`src/rtl/wwd_pkg.sv`:
```
// Constants, field layout and types of the windowed watchdog.
// Assumes a 125 MHz system clock and a Wishbone slave with 32-bit data.
package wwd_pkg;
	// System clock and nominal low-power RC rate
	localparam int CLK_FREQ_HZ = 125_000_000;
	localparam int LOW_POWER_RC_OSC_FREQ_HZ = 32_000;
	localparam int LOW_POWER_RC_OSC_DIV = CLK_FREQ_HZ / LOW_POWER_RC_OSC_FREQ_HZ;
	localparam int LOW_POWER_RC_OSC_CNT_W = 12;
	localparam logic [LOW_POWER_RC_OSC_CNT_W-1:0] LOW_POWER_RC_OSC_DIV_M1 = LOW_POWER_RC_OSC_CNT_W'(LOW_POWER_RC_OSC_DIV - 1);

	// Prescaler: 5-bit or 7-bit
	localparam int PRE_W = 7;
	localparam int PRE_LO_SH = 5;
	localparam int PRE_HI_SH = 7;
	localparam logic [PRE_W-1:0] PRE_LO_M1 = 7'h1F;
	localparam logic [PRE_W-1:0] PRE_HI_M1 = 7'h7F;

	// Postscaler: 16 power-of-two ratios
	localparam int POST_SEL_W = 4;
	localparam int POST_W = 15;
	localparam int WIN_W = 26;

	// Register bus
	localparam int WB_ADR_W = 4;
	localparam int WB_DAT_W = 32;
	localparam int WB_SEL_W = 4;
	localparam logic [WB_ADR_W-1:0] OFS_CONFIG = 4'h0;
	localparam logic [WB_ADR_W-1:0] OFS_RESET_CONTROL_REG = 4'h4;
	localparam logic [WB_ADR_W-1:0] OFS_CMD = 4'h8;
	localparam logic [WB_ADR_W-1:0] OFS_STATUS = 4'hC;

	// Watchdog configuration word
	localparam int CFG_W = 8;
	localparam int CFG_POST_LSB = 0;
	localparam int CFG_PRE_BIT = 4;
	localparam int CFG_WINDOW_DISABLE_BIT = 6;
	localparam int CFG_HWEN_BIT = 7;
	localparam logic [CFG_W-1:0] CFG_MASK = 8'hDF;
	localparam logic [CFG_W-1:0] CFG_RST = 8'hDF;

	// Reset control register
	localparam int RESET_CONTROL_REG_IDLE_BIT = 2;
	localparam int RESET_CONTROL_REG_SLEEP_BIT = 3;
	localparam int RESET_CONTROL_REG_TO_BIT = 4;
	localparam int RESET_CONTROL_REG_SWEN_BIT = 5;

	// Command register (instruction strobes)
	localparam int CMD_CLR_BIT = 0;
	localparam int CMD_SLEEP_BIT = 1;
	localparam int CMD_IDLE_BIT = 2;

	// Status register
	localparam int STAT_PRE_LSB = 0;
	localparam int STAT_POST_LSB = 7;
	localparam int STAT_WIN_BIT = 22;
	localparam int STAT_RUN_BIT = 23;
	localparam int STAT_LOCK_BIT = 24;

	typedef enum logic [2:0] {
		MODE_RUN = 3'b001,
		MODE_SLEEP = 3'b010,
		MODE_IDLE = 3'b100
	} wwd_mode_e;
endpackage : wwd_pkg

```
`src/rtl/wwd_core_if.sv`:
```
// Link between the watchdog control logic and its counter chain.
// Assumes both ends run on the same clock.
`timescale 1ns/1ps
interface wwd_core_if;
	import wwd_pkg::*;
	logic tick;
	logic clear;
	logic run;
	logic pre_sel;
	logic [POST_SEL_W-1:0] post_sel;
	logic timeout;
	logic window_open;
	logic [PRE_W-1:0] pre_cnt;
	logic [POST_W-1:0] post_cnt;

	modport core (
		input tick, clear, run, pre_sel, post_sel,
		output timeout, window_open, pre_cnt, post_cnt
	);
	modport ctrl (
		output tick, clear, run, pre_sel, post_sel,
		input timeout, window_open, pre_cnt, post_cnt
	);
endinterface : wwd_core_if

```
`src/rtl/wwd_core.sv`:
```
// Prescaler and postscaler counter chain of the watchdog.
// Assumes tick is a one-cycle pulse at the low-power RC rate.
`timescale 1ns/1ps
module wwd_core (
	input wire logic clock_in,
	input wire logic srst_in,
	wwd_core_if.core cif
);
	import wwd_pkg::*;

	typedef struct packed {
		logic [PRE_W-1:0] pre;
		logic [POST_W-1:0] post;
		logic timeout;
	} wwd_core_s;

	wwd_core_s s_r;
	wwd_core_s s_nxt;
	logic [PRE_W-1:0] pre_top;
	logic [POST_W-1:0] post_top;
	logic [WIN_W-1:0] elapsed;
	logic [WIN_W-1:0] total;

	always_comb begin
		s_nxt = s_r;
		s_nxt.timeout = 1'b0;
		pre_top = cif.pre_sel ? PRE_HI_M1 : PRE_LO_M1;
		post_top = POST_W'((32'h1 << cif.post_sel) - 32'h1);
		elapsed = (WIN_W'(s_r.post) << (cif.pre_sel ? PRE_HI_SH : PRE_LO_SH))
			+ WIN_W'(s_r.pre);
		total = WIN_W'(1) << (WIN_W'(cif.post_sel)
			+ WIN_W'(cif.pre_sel ? PRE_HI_SH : PRE_LO_SH));
		// Final quarter of the period
		cif.window_open = (elapsed << 2) >= ((total << 1) + total);
		if (cif.clear || !cif.run) begin
			s_nxt.pre = '0;
			s_nxt.post = '0;
		end else if (cif.tick) begin
			if (s_r.pre == pre_top) begin
				s_nxt.pre = '0;
				if (s_r.post == post_top) begin
					s_nxt.post = '0;
					s_nxt.timeout = 1'b1;
				end else begin
					s_nxt.post = s_r.post + POST_W'(1);
				end
			end else begin
				s_nxt.pre = s_r.pre + PRE_W'(1);
			end
		end
		if (srst_in) begin
			s_nxt = '0;
		end
	end

	always_ff @(posedge clock_in) begin
		s_r <= s_nxt;
	end

	assign cif.timeout = s_r.timeout;
	assign cif.pre_cnt = s_r.pre;
	assign cif.post_cnt = s_r.post;
endmodule : wwd_core

```
`src/rtl/wwd_top.sv`:
```
// Windowed watchdog timer with a Wishbone classic register slave.
// Assumes instruction strobes arrive as command-register writes and that
// dev_reset_in, clk_switch_done_in and wake_event_in are on clock_in.
`timescale 1ns/1ps
module wwd_top #(
	parameter int LOW_POWER_RC_OSC_DIV_P = wwd_pkg::LOW_POWER_RC_OSC_DIV
) (
	input wire logic clock_in,
	input wire logic srst_in,
	input wire logic wb_cyc_in,
	input wire logic wb_stb_in,
	input wire logic wb_we_in,
	input wire logic [wwd_pkg::WB_ADR_W-1:0] wb_adr_in,
	input wire logic [wwd_pkg::WB_SEL_W-1:0] wb_sel_in,
	input wire logic [wwd_pkg::WB_DAT_W-1:0] wb_dat_in,
	output logic [wwd_pkg::WB_DAT_W-1:0] wb_dat_out,
	output logic wb_ack_out,
	input wire logic dev_reset_in,
	input wire logic clk_switch_done_in,
	input wire logic wake_event_in,
	output logic low_power_rc_osc_enable_out,
	output logic wdt_reset_out,
	output logic wake_out,
	output logic sleep_out,
	output logic idle_out
);
	import wwd_pkg::*;

	localparam logic [LOW_POWER_RC_OSC_CNT_W-1:0] DIV_M1 = LOW_POWER_RC_OSC_CNT_W'(LOW_POWER_RC_OSC_DIV_P - 1);

	typedef struct packed {
		logic [LOW_POWER_RC_OSC_CNT_W-1:0] low_power_rc_osc_cnt;
		logic low_power_rc_osc_tick;
		logic [CFG_W-1:0] cfg;
		logic cfg_locked;
		logic swen;
		logic to_flag;
		logic sleep_flag;
		logic idle_flag;
		wwd_mode_e mode;
		logic clear;
		logic ack;
		logic [WB_DAT_W-1:0] rdata;
		logic rst_pulse;
		logic wake_pulse;
	} wwd_top_s;

	wwd_top_s s_r;
	wwd_top_s s_nxt;
	wwd_core_if cif ();

	logic run;
	logic req;
	logic wr;
	logic any_reset;
	logic clear_now;
	logic in_save;
	logic early_clear;
	logic cmd_clr;
	logic cmd_sleep;
	logic cmd_idle;
	logic [WB_DAT_W-1:0] rd;

	wwd_core u_core (
		.clock_in(clock_in),
		.srst_in(srst_in),
		.cif(cif)
	);

	assign cif.tick = s_r.low_power_rc_osc_tick;
	assign cif.clear = s_r.clear;
	assign cif.run = run;
	assign cif.pre_sel = s_r.cfg[CFG_PRE_BIT];
	assign cif.post_sel = s_r.cfg[CFG_POST_LSB +: POST_SEL_W];

	always_comb begin
		s_nxt = s_r;
		s_nxt.ack = 1'b0;
		s_nxt.low_power_rc_osc_tick = 1'b0;
		s_nxt.rst_pulse = 1'b0;
		s_nxt.wake_pulse = 1'b0;
		rd = '0;
		clear_now = 1'b0;
		early_clear = 1'b0;

		// Enable: forced by configuration or granted by software
		run = s_r.cfg[CFG_HWEN_BIT] | s_r.swen;
		in_save = s_r.mode != MODE_RUN;

		// Nominal 32 kHz tick from the system clock
		if (run) begin
			if (s_r.low_power_rc_osc_cnt == DIV_M1) begin
				s_nxt.low_power_rc_osc_cnt = '0;
				s_nxt.low_power_rc_osc_tick = 1'b1;
			end else begin
				s_nxt.low_power_rc_osc_cnt = s_r.low_power_rc_osc_cnt + LOW_POWER_RC_OSC_CNT_W'(1);
			end
		end else begin
			s_nxt.low_power_rc_osc_cnt = '0;
		end

		// Bus decode: one-cycle answer, byte lane 0 holds every writable field
		req = wb_cyc_in & wb_stb_in & ~s_r.ack;
		wr = req & wb_we_in & wb_sel_in[0];
		cmd_clr = wr && (wb_adr_in == OFS_CMD) && wb_dat_in[CMD_CLR_BIT];
		cmd_sleep = wr && (wb_adr_in == OFS_CMD) && wb_dat_in[CMD_SLEEP_BIT];
		cmd_idle = wr && (wb_adr_in == OFS_CMD) && wb_dat_in[CMD_IDLE_BIT]
			&& !wb_dat_in[CMD_SLEEP_BIT];

		if (req) begin
			s_nxt.ack = 1'b1;
			case (wb_adr_in)
				OFS_CONFIG: begin
					rd[CFG_W-1:0] = s_r.cfg;
				end
				OFS_RESET_CONTROL_REG: begin
					rd[RESET_CONTROL_REG_SWEN_BIT] = s_r.swen;
					rd[RESET_CONTROL_REG_TO_BIT] = s_r.to_flag;
					rd[RESET_CONTROL_REG_SLEEP_BIT] = s_r.sleep_flag;
					rd[RESET_CONTROL_REG_IDLE_BIT] = s_r.idle_flag;
				end
				OFS_STATUS: begin
					rd[STAT_PRE_LSB +: PRE_W] = cif.pre_cnt;
					rd[STAT_POST_LSB +: POST_W] = cif.post_cnt;
					rd[STAT_WIN_BIT] = cif.window_open;
					rd[STAT_RUN_BIT] = run;
					rd[STAT_LOCK_BIT] = s_r.cfg_locked;
				end
				default: begin
					rd = '0;
				end
			endcase
			s_nxt.rdata = wb_we_in ? '0 : rd;
		end

		// Configuration word is write-once until power-on reset
		if (wr && (wb_adr_in == OFS_CONFIG) && !s_r.cfg_locked) begin
			s_nxt.cfg = wb_dat_in[CFG_W-1:0] & CFG_MASK;
			s_nxt.cfg_locked = 1'b1;
		end

		// Software writes zero to a flag to clear it
		if (wr && (wb_adr_in == OFS_RESET_CONTROL_REG)) begin
			s_nxt.swen = wb_dat_in[RESET_CONTROL_REG_SWEN_BIT];
			s_nxt.to_flag = s_r.to_flag & wb_dat_in[RESET_CONTROL_REG_TO_BIT];
			s_nxt.sleep_flag = s_r.sleep_flag & wb_dat_in[RESET_CONTROL_REG_SLEEP_BIT];
			s_nxt.idle_flag = s_r.idle_flag & wb_dat_in[RESET_CONTROL_REG_IDLE_BIT];
		end

		// Clear instruction, only meaningful in normal run
		if (cmd_clr && !in_save) begin
			if (run && !s_r.cfg[CFG_WINDOW_DISABLE_BIT] && !cif.window_open) begin
				early_clear = 1'b1;
			end else begin
				clear_now = 1'b1;
			end
		end

		// Power-save instruction
		if ((cmd_sleep || cmd_idle) && !in_save) begin
			clear_now = 1'b1;
			if (cmd_sleep) begin
				s_nxt.mode = MODE_SLEEP;
				s_nxt.sleep_flag = 1'b1;
			end else begin
				s_nxt.mode = MODE_IDLE;
				s_nxt.idle_flag = 1'b1;
			end
		end

		// Clock switch completion
		if (clk_switch_done_in) begin
			clear_now = 1'b1;
		end

		// Other wake source ends sleep or idle
		if (in_save && wake_event_in) begin
			s_nxt.mode = MODE_RUN;
			s_nxt.wake_pulse = 1'b1;
			clear_now = 1'b1;
		end

		// Time-out: wake from power save, else reset; counter runs in both
		if (cif.timeout) begin
			s_nxt.to_flag = 1'b1;
			if (in_save) begin
				s_nxt.mode = MODE_RUN;
				s_nxt.wake_pulse = 1'b1;
				clear_now = 1'b1;
			end else begin
				s_nxt.rst_pulse = 1'b1;
			end
		end

		// Early clear in window mode
		if (early_clear) begin
			s_nxt.rst_pulse = 1'b1;
			s_nxt.to_flag = 1'b1;
		end

		// Device reset from any source, the watchdog's own included
		any_reset = dev_reset_in | s_r.rst_pulse;
		if (any_reset) begin
			s_nxt.swen = 1'b0;
			s_nxt.mode = MODE_RUN;
			clear_now = 1'b1;
		end

		s_nxt.clear = clear_now;

		if (srst_in) begin
			s_nxt.low_power_rc_osc_cnt = '0;
			s_nxt.low_power_rc_osc_tick = 1'b0;
			s_nxt.cfg = CFG_RST;
			s_nxt.cfg_locked = 1'b0;
			s_nxt.swen = 1'b0;
			s_nxt.to_flag = 1'b0;
			s_nxt.sleep_flag = 1'b0;
			s_nxt.idle_flag = 1'b0;
			s_nxt.mode = MODE_RUN;
			s_nxt.clear = 1'b1;
			s_nxt.ack = 1'b0;
			s_nxt.rdata = '0;
			s_nxt.rst_pulse = 1'b0;
			s_nxt.wake_pulse = 1'b0;
		end
	end

	always_ff @(posedge clock_in) begin
		s_r <= s_nxt;
	end

	assign wb_dat_out = s_r.rdata;
	assign wb_ack_out = s_r.ack;
	assign low_power_rc_osc_enable_out = s_r.cfg[CFG_HWEN_BIT] | s_r.swen;
	assign wdt_reset_out = s_r.rst_pulse;
	assign wake_out = s_r.wake_pulse;
	assign sleep_out = s_r.mode == MODE_SLEEP;
	assign idle_out = s_r.mode == MODE_IDLE;
endmodule : wwd_top

```
`config.mk`:
```
export PLATFORM = sky130hd
export DESIGN_NAME = wwd_top
export DESIGN_NICKNAME = d
export VERILOG_FILES = /design/src/rtl/wwd_pkg.sv /design/src/rtl/wwd_core_if.sv /design/src/rtl/wwd_core.sv /design/src/rtl/wwd_top.sv
export SDC_FILE = /design/constraint.sdc
export NUM_CORES = 1
export LEC_CHECK = 0
export ABC_AREA = 1
export ABC_CLOCK_PERIOD_IN_PS = 9800
export BUFFER_PORTS_ARGS = -buffer_cell sky130_fd_sc_hd__buf_2
export CORE_UTILIZATION = 30
export CTS_BUF_LIST = sky130_fd_sc_hd__clkbuf_2
export CTS_CLUSTER_DIAMETER = 200
export DETAILED_ROUTE_END_ITERATION = 6
export RECOVER_POWER = 100
export SLEW_MARGIN = 20
export SYNTH_ARGS = -nofsm -noshare
export SYNTH_HDL_FRONTEND = slang
export SYNTH_SLANG_ARGS = --single-unit
```
`constraint.sdc`:
```
create_clock -name clock_in -period 9.8 [get_ports clock_in]
set_clock_uncertainty 0.1 [all_clocks]
set_input_delay 1.47 -clock clock_in [delete_from_list [all_inputs] [get_ports clock_in]]
set_output_delay 1.47 -clock clock_in [all_outputs]
set_load 0.005 [all_outputs]
```
Word level (Yosys, flattened, before mapping) --
Cells that the tools add are included.
Cells by class: add/sub/neg operators 7, eq/ne operators 9, shift operators 3, bitwise gates (word level) 13, mux-type cells 36, magnitude comparators 1, reductions and logical operators 29
Operators with widths (number):
- 33-bit two-way mux | 1
- 15-bit by 32-bit left shift with 24-bit output | 1
- 26-bit adder | 1
- 4-bit by 26-bit adder with 26-bit output | 1
- 26-bit greater-or-equal comparator | 1
- 1-bit by 26-bit left shift with 26-bit output, first input constant | 1
- 25-bit two-way mux | 1
- 24-bit by 7-bit adder with 24-bit output | 1
- 1-bit two-way mux | 19
- 17-bit two-way mux | 1
- 15-bit by 1-bit adder with 15-bit output, second input constant | 1
- 15-bit equality test | 1
- 15-bit two-way mux | 1
- 3-bit two-way mux | 5
- 1-bit by 4-bit left shift with 15-bit output, first input constant | 1
- 15-bit by 1-bit subtractor with 15-bit output, second input constant | 1
- 7-bit two-way mux | 2
- 1-bit logical AND | 13
- 12-bit by 1-bit adder with 12-bit output, second input constant | 1
- 12-bit equality test, second input constant | 1
- 4-bit one-hot mux with 3 select lines | 1
- 4-bit equality test, second input constant | 2
- 2-bit one-hot mux with 2 select lines | 2
- 7-bit by 1-bit adder with 7-bit output, second input constant | 1
- other kinds (18) | 37
Word-level totals: output and inout bits 38, input port bits 48, flip-flop bits (word level) 87

Longest topological paths before layout --
Gate-level depths: netlist of the first run.
depth after elaboration 14, mapped depth 33

Cells and area by module --
From an unflattened synthesis of the first run, not the netlist that was laid out.
Second synthesis, totals: cell total of the unflattened synthesis 974, area, all modules 6568.8 sq um
By module, submodules not included:
- wwd_core | area each 3886.2 sq um, cells an instance 606, instances 1
- wwd_top | area each 2682.6 sq um, cells an instance 368, instances 1

Least setup slack after synthesis of the first run --
Ideal clock, no wire load.
kind register to register, from reg s_r, in the netlist cif.post_sel[1], to reg s_r[41] (netlist name), setup slack 5605 ps, cell stages (with the launch flop) 30, data required time 9630 ps, clock period less this slack 4195 ps, arrival 4025 ps, cells stage by stage dfxtp_1 -> ha_1 -> a21oi_4 -> nand2_2 -> nand2_1 -> nand2_2 -> nor4_1 -> ha_1 -> a21oi_1 -> o21ai_0 -> a21oi_1 -> nor2_4 -> nand2_2 -> nand2_1 -> nand2_1 -> nand2_1 -> or2_1 -> nand2_1 -> ha_1 -> a21oi_1 -> nor2_1 -> a211oi_1 -> nand2_1 -> nand2_1 -> nand2_1 -> nand2_1 -> nand2_1 -> nand2_1 -> nand3_1 -> a21oi_1
On the way: longest elaborated chain between the ends 9, elaborated cells between the ends (all ways) 10, classes of those cells add/sub (2); order compare (1); shift (1); mux (3); reduce/logical (3)
Ends and longest elaborated chain:
- start, declared | RTL line wwd_top.sv:48 | wwd_top_s s_r;
- start signal, assigned | RTL line wwd_top.sv:230 | s_r <= s_nxt;
- 4-bit by 26-bit adder with 26-bit output * | RTL line wwd_core.sv:32 | + WIN_W'(cif.pre_sel ? PRE_HI_SH : PRE_LO_SH));
- 1-bit by 26-bit left shift with 26-bit output * | RTL line wwd_core.sv:31 | total = WIN_W'(1) << (WIN_W'(cif.post_sel)
- 26-bit adder * | RTL line wwd_core.sv:34 | cif.window_open = (elapsed << 2) >= ((total << 1) + total);
- 26-bit greater-or-equal comparator * | RTL line wwd_core.sv:34
- 1-bit zero test * | RTL line wwd_top.sv:152 | if (run && !s_r.cfg[CFG_WINDOW_DISABLE_BIT] && !cif.window_open) begin
- 1-bit logical AND * | RTL line wwd_top.sv:152
- 1-bit two-way mux * | RTL line wwd_top.sv:152
- 1-bit two-way mux * | RTL line wwd_top.sv:151 | if (cmd_clr && !in_save) begin
- 3-bit nonzero test (no line) / 1-bit two-way mux (equally long branches)
Mark *: on every way between the ends. The rest lies on a longest branch, timed or not. A chain may end at the register's enable or synchronous reset.

Worst setup path in the final report of the first run --
from reg s_r, in the netlist cif.post_sel[1], to reg s_r, in the netlist wdt_reset_out
On the way: longest elaborated chain between the ends 9
Ends and longest elaborated chain:
- 4-bit by 26-bit adder with 26-bit output | RTL line wwd_core.sv:32
- 1-bit by 26-bit left shift with 26-bit output | RTL line wwd_core.sv:31
- 26-bit adder | RTL line wwd_core.sv:34
- 26-bit greater-or-equal comparator | RTL line wwd_core.sv:34
- 1-bit zero test | RTL line wwd_top.sv:152
- 1-bit logical AND | RTL line wwd_top.sv:152
- 1-bit two-way mux | RTL line wwd_top.sv:152
- 1-bit two-way mux | RTL line wwd_top.sv:151
- 1-bit two-way mux | RTL line wwd_top.sv:196 | if (early_clear) begin
Every way passes these cells.

==> results by group, run 1 <==
Timing
  • Worst Tran Pin Value: 1.37 ns
  • Slew HR: 8.54%
  • Pins Over Slew Limit: 0
  • F_max: 191 MHz
  • Hold Fails Final Rpt: 0
  • Period Utilization, post-route: 53.5%
  • RSZ-0062 raised after global routing: false
  • Setup violators final: 0
  • Min cycle time layout: 5.24 ns
  • TNS Setup: 0 ns

Critical path
  • Delay of the slowest critical-path stage: 0.57 ns
  • Critical path's top delay family: simple AND/OR/NAND/NOR gates
  • Worst reg2reg setup slack: 4.56 ns
  • Startpoint Class: register
  • Critical path depth in cells: 31
  • Maximum fanout along the worst path: 6
  • WP data required: 10.23 ns
  • CP Capture Type: register
  • R2R Path End: wdt_reset_out
  • CP max-delay cell: dfxtp_1
  • Crit path buf inv count: 1
  • Most common cell type on the critical path: nand2_1
  • RR Startpoint: cif.post_sel[1]
  • R2R depth: 31
  • Worst setup path category: reg2reg
  • Worst path arrival time: 5.67 ns

GRT
  • Vias in the first global route: 5138
  • First-pass GRT wire length: 24400 µm
  • Gr usage total: 13.9%
  • Largest net degree at the start of global routing: 36
  • Total global routing overflow: 0
  • Initial antenna violation count: 0

Layout
  • Layout Area Growth over Synthesis: 6.18%
  • Final Instance Area: 6620 µm²
  • Share of layout cells above drive strength 1: 9.69%
  • Layout fillers: 2294
  • Post-route insts no fill: 1241
  • Most frequent cells in the layout: nand2_1 (212), inv_1 (112), nor2_1 (93)
  • Layout Nets: 1064
  • Most common cell after layout, fill and taps aside: nand2_1

CTS
  • Postcts setup bufs: 0
  • Hold buffers post-CTS: 0
  • Sink Count: 80
  • TritonCTS clock tree: built
  • Max clock buf depth: 2
  • Worst skew pair latency: 0.61 ns
  • Clock root cell: clkbuf_2
  • Clock-pin slew on the worst setup and hold paths: 0.24 ns
  • Post_cts resized: 0
  • Num CTS Buffers: 9
  • H-Tree Depth: 3

Place
  • PortBufs: 51
  • Placed Instances: 1224
  • Post-DP HPWL: 11800 µm
  • Placed Area: 6560 µm²
  • Final estimated routing congestion in global placement: 0.887

Status
  • Status: complete, no violations

Power
  • Comb pwr share: 6.1%
  • Leak: 0.00301 µW
  • Clock power share: 32.5%
  • Psw: 159 µW
  • Internal power: 377 µW
  • Worst vdd ir: 0.0872 mV
  • Switching Share: 29.6%
  • Sequential power share: 61.5%
  • PwrDens: 81.0 nW/µm²

Synth
  • Mapped Area: 6230 µm²
  • Post-Syn Instances: 937
  • Synth Warn #: 0
  • Synth top area share: 25.7%
  • Distinct cells, synth: 45
  • Register area share after synthesis: 25.7%
  • Synth area leaders: dfxtp_1 (26%), nand2_1 (13%), ha_1 (9.8%), inv_1 (6.7%), nor2_1 (5.5%)
  • Syn Area/Cell: 6.65 µm²
  • Dominant cell type by area after synthesis: dfxtp_1
  • Async SR Flop Fraction: 0%
  • Primary FF master, synth: dfxtp_1
  • Number of synthesized flops with an enable pin: 0
  • FF+latch count, synth: 80

Detailed routing
  • DRC Markers: 0
  • Detailed-route wire length per cell: 11.7 µm
  • Total number of vias: 5704
  • DRT Pass-1 Iters: 4
  • DRT Wirelength: 14500 µm
  • Initial DRC Count: 259
  • ANT nets after route: 0
  • Post-DR vias/cell: 4.60

Worst hold path
  • Hold endpoint: wb_dat_out[9]
  • Hold Path Cell Cnt: 2
  • Critical hold path startpoint: wb_dat_out[9]
  • Hold Crit Class: reg2reg

Floorplan
  • Core area: 20300 µm²
  • Top Ports: 86
  • Die width: 146 µm
  • Die area: 21400 µm²
  • Die span in y: 146 µm
  • Rows: 52
  • Initial core utilization: 30.7%

Flow run
  • Max-cap viol count: 0
logic make-up (layout without fill, tap and decap cells):
family | after synthesis | in the layout | share of synthesized area (%)
AOI/OAI and AO/OA | 133 | 133 | 12.2
xor gates and xnor gates | 48 | 48 | 6.99
adders and majority gates | 51 | 51 | 10.5
buffers and inverters | 186 | 206 | 13.6
DFF | 80 | 80 | 25.7
other | 2 | 16 | 0.121
and+or+nand+nor | 437 | 437 | 30.9
worst reg2reg max path, delay by kind of cell (launching register included):
family	cells	cell delay [ns]
AO/OA/AOI/OAI	6	1.31
XOR/XNOR	1	0.16
buffers and inverters	1	0.08
AND/OR/NAND/NOR	20	1.98
adder cells (fa/ha/maj)	3	0.97
flip-flops	1	0.57
synth_stat cells, drive strengths merged, types with 3 or more instances:
master and n:
dfxtp 80, nor3 30, buf 40, inv 134, nor3b 6, clkbuf 10
or2 3, nor2 102, nand3 46, a21oi 66, nor4 5, o211ai 10
xnor2 9, nand2 218, ha 49, and3 3, nand4 22, o21a 3
o21ai 43, xor2 39
final cells by class:
| class | instances | area, µm² | area share [%] |
|---|---|---|---|
| clock buffer | 9 | 45.0 | 0.681 |
| inverter | 136 | 510 | 7.71 |
| timing repair buffer | 54 | 258 | 3.89 |
| antenna | 1 | 2.50 | 0.0378 |
| multi-input combinational | 684 | 3800 | 57.4 |
| clock inverter | 7 | 63.8 | 0.964 |
| tap | 270 | 338 | 5.10 |
| sequential | 80 | 1600 | 24.2 |
metrics by stage:
stage	power, µW	util (%)	setup WS [ns]	hold slack, ns
after global routing	563	32.6	4.06	0.400
final	536	32.6	4.56	0.377
after floorplan	359	-	5.60	0.333
after detailed placement	368	32.3	4.83	0.354
after CTS	548	32.8	4.77	0.380
after global placement	368	32.3	4.78	0.352
metal layers:
layer	track usage [%]	wire (µm)	part of all wire, %
met3	3.28	854	5.9
met2	21.7	6380	44
met1	19.3	7160	49
met4	3.07	131	0.90
met5	0	0	0
state kept, by name (all words and copies together) (netlist names):
name	flops
wb_dat_out	25
wb_ack_out	1
u_core.cif.timeout	1
cif.post_sel	4
cif.tick	1
u_core.cif.post_cnt	15
wake_out	1
u_core.cif.pre_cnt	7
cif.pre_sel	1
cif.clear	1
wdt_reset_out	1
s_r	22
worst max-delay path by stage:
stage                               end       startpoint  slack, ns
after floorplan                 s_r[41]  cif.post_sel[1]       5.60
after global placement    wdt_reset_out  cif.post_sel[1]       4.78
after detailed placement  wdt_reset_out  cif.post_sel[1]       4.83
after CTS                 wdt_reset_out  cif.post_sel[1]       4.77
after global routing      wdt_reset_out  cif.post_sel[1]       4.06
final                     wdt_reset_out  cif.post_sel[1]       4.56
power groups by stage:
stage / clock, µW / combinational, µW / sequential [µW]
6_report: 174 / 32.4 / 330
5_1_grt: 195 / 37.4 / 330
4_1_cts: 185 / 32.5 / 330
3_5_place_dp: 0 / 32.4 / 336
3_3_place_gp: 0 / 32.0 / 336
2_1_floorplan: 0 / 23.8 / 335
Note: power is estimated with default switching activity, not from simulation.
==> run 2, diff against run 1 <==
--- a/config.mk
+++ b/config.mk
@@ -5,8 +5,8 @@
 export SDC_FILE = /design/constraint.sdc
 export NUM_CORES = 1
 export LEC_CHECK = 0
-export ABC_AREA = 1
-export ABC_CLOCK_PERIOD_IN_PS = 9800
+export ABC_AREA = 0
+export ABC_CLOCK_PERIOD_IN_PS = 5300
 export BUFFER_PORTS_ARGS = -buffer_cell sky130_fd_sc_hd__buf_2
 export CORE_UTILIZATION = 30
 export CTS_BUF_LIST = sky130_fd_sc_hd__clkbuf_2
==> constraint.sdc (replaced) <==
create_clock -name clock_in -period 5.3 [get_ports clock_in]
set_clock_uncertainty 0.1 [all_clocks]
set_input_delay 0.795 -clock clock_in [delete_from_list [all_inputs] [get_ports clock_in]]
set_output_delay 0.795 -clock clock_in [all_outputs]
set_load 0.005 [all_outputs]
==> results by group, run 2 <==
GRT
  • Met1 usage in global routing: 19.1% (was 19.3%)
  • Initial antenna violation count: 0 (unchanged)
  • First-pass GRT wire length: 25100 µm (was 24400 µm)
  • Most Used Layer, Global Route: met2 (unchanged)
  • Gr usage total: 14.4% (was 13.9%)
  • Met2 Resource Use GR: 24.1% (was 21.7%)
  • Total global routing overflow: 0 (unchanged)
  • GR Util met3: 1.97% (was 3.28%)
  • Largest net degree at the start of global routing: 39 (was 36)
  • Vias in the first global route: 5067 (was 5138)

CTS
  • Clock root cell: clkbuf_2 (unchanged)
  • TritonCTS clock tree: built (unchanged)
  • Max clock buf depth: 2 (unchanged)
  • Clock-pin slew on the worst setup and hold paths: 0.25 ns (was 0.24 ns)
  • Worst skew pair latency: 0.57 ns (was 0.61 ns)
  • H-Tree Depth: 3 (unchanged)
  • Sink Count: 80 (unchanged)
  • Num CTS Buffers: 9 (unchanged)

Status
  • Failing checks: capacitance limit, slew limit
  • Status: complete, but fails checks (was complete, no violations)

Worst hold path
  • Hold Crit Class: in2reg (was reg2reg)

Synth
  • Async SR Flop Fraction: 0% (unchanged)
  • Commonest cells post-synth: nor2_1 (99), dfxtp_1 (80), nand2_1 (66) (was nand2_1 (210), inv_1 (112), nor2_1 (91))
  • Synth area leaders: dfxtp_1 (26%), ha_1 (9.9%), nor2_1 (6.0%), xnor2_1 (4.8%), xor2_1 (4.7%) (was dfxtp_1 (26%), nand2_1 (13%), ha_1 (9.8%), inv_1 (6.7%), nor2_1 (5.5%))
  • Mapped Area: 6170 µm² (was 6230 µm²)
  • Syn Area/Cell: 7.84 µm² (was 6.65 µm²)
  • Post-Syn Instances: 787 (was 937)
  • Most common cell in the synthesized netlist: nor2_1 (was nand2_1)
  • Register area share after synthesis: 25.9% (was 25.7%)
  • Distinct cells, synth: 65 (was 45)
  • Number of synthesized flops with an enable pin: 0 (unchanged)
  • Primary FF master, synth: dfxtp_1 (unchanged)
  • Synth Warn #: 0 (unchanged)
  • Synth top area share: 25.9% (was 25.7%)
  • FF+latch count, synth: 80 (unchanged)
  • Dominant cell type by area after synthesis: dfxtp_1 (unchanged)

Critical path
  • WP data required: 5.67 ns (was 10.23 ns)
  • Crit path buf inv count: 0 (was 1)
  • Worst-path cell chain: xor2_1, nand2b_1, nor3_1, ha_1, o21ai_0, nor2_1, nor3_2, o41ai_2, a21oi_1, o21bai_1, xnor2_1, ha_1, a21o_1, a21oi_1, nand4_1, a41oi_1, a22oi_1, and2_0, o31ai_1
  • RR Startpoint: cif.post_sel[2] (was cif.post_sel[1])
  • CP Capture Type: register (unchanged)
  • Critical path's top delay family: compound AO/OA/AOI/OAI gates (was simple AND/OR/NAND/NOR gates)
  • Delay of the slowest critical-path stage: 0.56 ns (was 0.57 ns)
  • Maximum fanout along the worst path: 7 (was 6)
  • Critical path depth in cells: 19 (was 31)
  • Worst setup path category: reg2reg (unchanged)
  • Worst setup path end: wdt_reset_out (unchanged)
  • R2R depth: 19 (was 31)
  • Worst reg2reg setup slack: 0.55 ns (was 4.56 ns)
  • Setup crit start: cif.post_sel[2] (was cif.post_sel[1])
  • Worst path arrival time: 5.12 ns (was 5.67 ns)
  • Startpoint Class: register (unchanged)
  • R2R Path End: wdt_reset_out (unchanged)
  • CP max-delay cell: dfxtp_1 (unchanged)

Place
  • Final estimated routing congestion in global placement: 0.801 (was 0.887)
  • Placed Area: 6450 µm² (was 6560 µm²)
  • Worst slack, placed: 0.649 ns (was 4.83 ns)
  • PortBufs: 51 (unchanged)
  • Post-DP HPWL: 11400 µm (was 11800 µm)

Flow run
  • Max-cap viol count: 1 (was 0)

Detailed routing
  • Detailed-route wire length per cell: 14.1 µm (was 11.7 µm)
  • DRT Pass-1 Iters: 5 (was 4)
  • Post-DR vias/cell: 5.06 (was 4.60)
  • Total number of vias: 5392 (was 5704)
  • DRT Wirelength: 15000 µm (was 14500 µm)
  • ANT nets after route: 0 (unchanged)
  • Initial DRC Count: 349 (was 259)
  • DRC Markers: 0 (unchanged)

Power
  • Psw: 263 µW (was 159 µW)
  • Internal power: 782 µW (was 377 µW)
  • Leak: 0.00256 µW (was 0.00301 µW)
  • Sequential power share: 58.3% (was 61.5%)
  • Comb pwr share: 5.7% (was 6.1%)
  • Worst vdd ir: 0.202 mV (was 0.0872 mV)
  • Clock power share: 36.0% (was 32.5%)
  • PwrDens: 159 nW/µm² (was 81.0 nW/µm²)
  • Switching Share: 25.2% (was 29.6%)

Timing
  • Setup violators final: 0 (unchanged)
  • Worst Tran Pin Value: 1.68 ns (was 1.37 ns)
  • Hold Fails Final Rpt: 0 (unchanged)
  • F_max: 211 MHz (was 191 MHz)
  • Period Utilization, post-route: 89.6% (was 53.5%)
  • RSZ-0062 raised after global routing: false (unchanged)
  • Final worst slack: 0.553 ns (was 4.56 ns)
  • TNS Setup: 0 ns (unchanged)
  • Min cycle time layout: 4.75 ns (was 5.24 ns)
  • Slew HR: -12.0% (was 8.54%)
  • Pins Over Slew Limit: 38 (was 0)

Layout
  • Most frequent cells in the layout: nor2_1 (99), dfxtp_1 (80), nand2_1 (66) (was nand2_1 (212), inv_1 (112), nor2_1 (93))
  • Most common cell after layout, fill and taps aside: nor2_1 (was nand2_1)
  • Final core utilization: 32.5% (was 32.6%)
  • Layout Area Growth over Synthesis: 6.12% (was 6.18%)
  • Layout Nets: 890 (was 1064)
  • Max reg flops: 25 (unchanged)
  • Ant. Diodes: 0 (was 1)
  • Final Instance Area: 6550 µm² (was 6620 µm²)
  • Share of layout cells above drive strength 1: 8.79% (was 9.69%)

Floorplan
  • Die area: 21200 µm² (was 21400 µm²)
  • Rows: 52 (unchanged)
  • Die width: 145 µm (was 146 µm)
  • Initial core utilization: 30.6% (was 30.7%)
  • Core area: 20200 µm² (was 20300 µm²)
  • Top Ports: 86 (unchanged)
  • Die span in y: 145 µm (was 146 µm)
==> run 2: metrics by stage <==
stage	hold WS (ns)	total power (µW)	instances
floorplan	0.332	663	800
global placement	0.341	680	1050
detailed placement	0.344	680	1050
CTS	0.306	1060	1066
global route	0.314	1100	1066
finish	0.354	1040	1066
==> run 2: layout make-up <==
cell class | count | area (µm²)
Inverter | 19 | 73.8
Tap cell | 270 | 338
Clock inverter | 6 | 83.8
Multi-Input combinational cell | 619 | 4090
Fill cell | 2239 | 13600
Clock buffer | 10 | 50.0
Sequential cell | 80 | 1600
Timing Repair Buffer | 62 | 310
==> run 2: repair_timing <==
item,in CTS,in global routing
buffers inserted,0,0
endpoints found under the setup margin,0,1
hold buffers,0,0
resized for setup,0,1
==> run 2: logic make-up (layout without fill, tap and decap cells) <==
| logic type | after synthesis | count (layout) | synth area share (%) |
|---|---|---|---|
| adders and majority gates | 51 | 51 | 10.6 |
| other | 2 | 15 | 0.122 |
| AOI/OAI and AO/OA | 161 | 161 | 17.7 |
| DFF | 80 | 80 | 25.9 |
| muxes | 19 | 19 | 3.14 |
| buffers and inverters | 101 | 97 | 8.53 |
| xor gates and xnor gates | 67 | 67 | 9.51 |
| and+or+nand+nor | 306 | 306 | 24.5 |
==> run 2: worst min-delay path by stage <==
stage	start	to	slack [ns]	cells past startpoint
2_1_floorplan	wb_dat_out[23]	wb_dat_out[23]	0.33	2
3_3_place_gp	wb_dat_out[23]	wb_dat_out[23]	0.34	2
3_5_place_dp	wb_dat_out[23]	wb_dat_out[23]	0.34	2
4_1_cts	clk_switch_done_in	cif.clear	0.31	3
5_1_grt	wb_dat_in[0]	cif.post_sel[0]	0.31	2
6_report	wb_dat_in[0]	cif.post_sel[0]	0.35	2
==> run 2: power groups by stage <==
stage	registers, µW	logic, µW	clock network, µW
final	609	59.4	376
after global routing	611	67.9	417
after CTS	610	59.4	391
after detailed placement	621	59.4	0
after global placement	621	59.2	0
after floorplan	620	43.0	0
==> run 2: routing by layer <==
metal | wire length, µm | vias up | share of wire (%)
met1 | 7250 | 2500 | 48
met5 | 0 | - | 0
met4 | 244 | 0 | 1.6
met2 | 7010 | 110 | 47
met3 | 500 | 17 | 3.3
li1 | - | 2765 | -
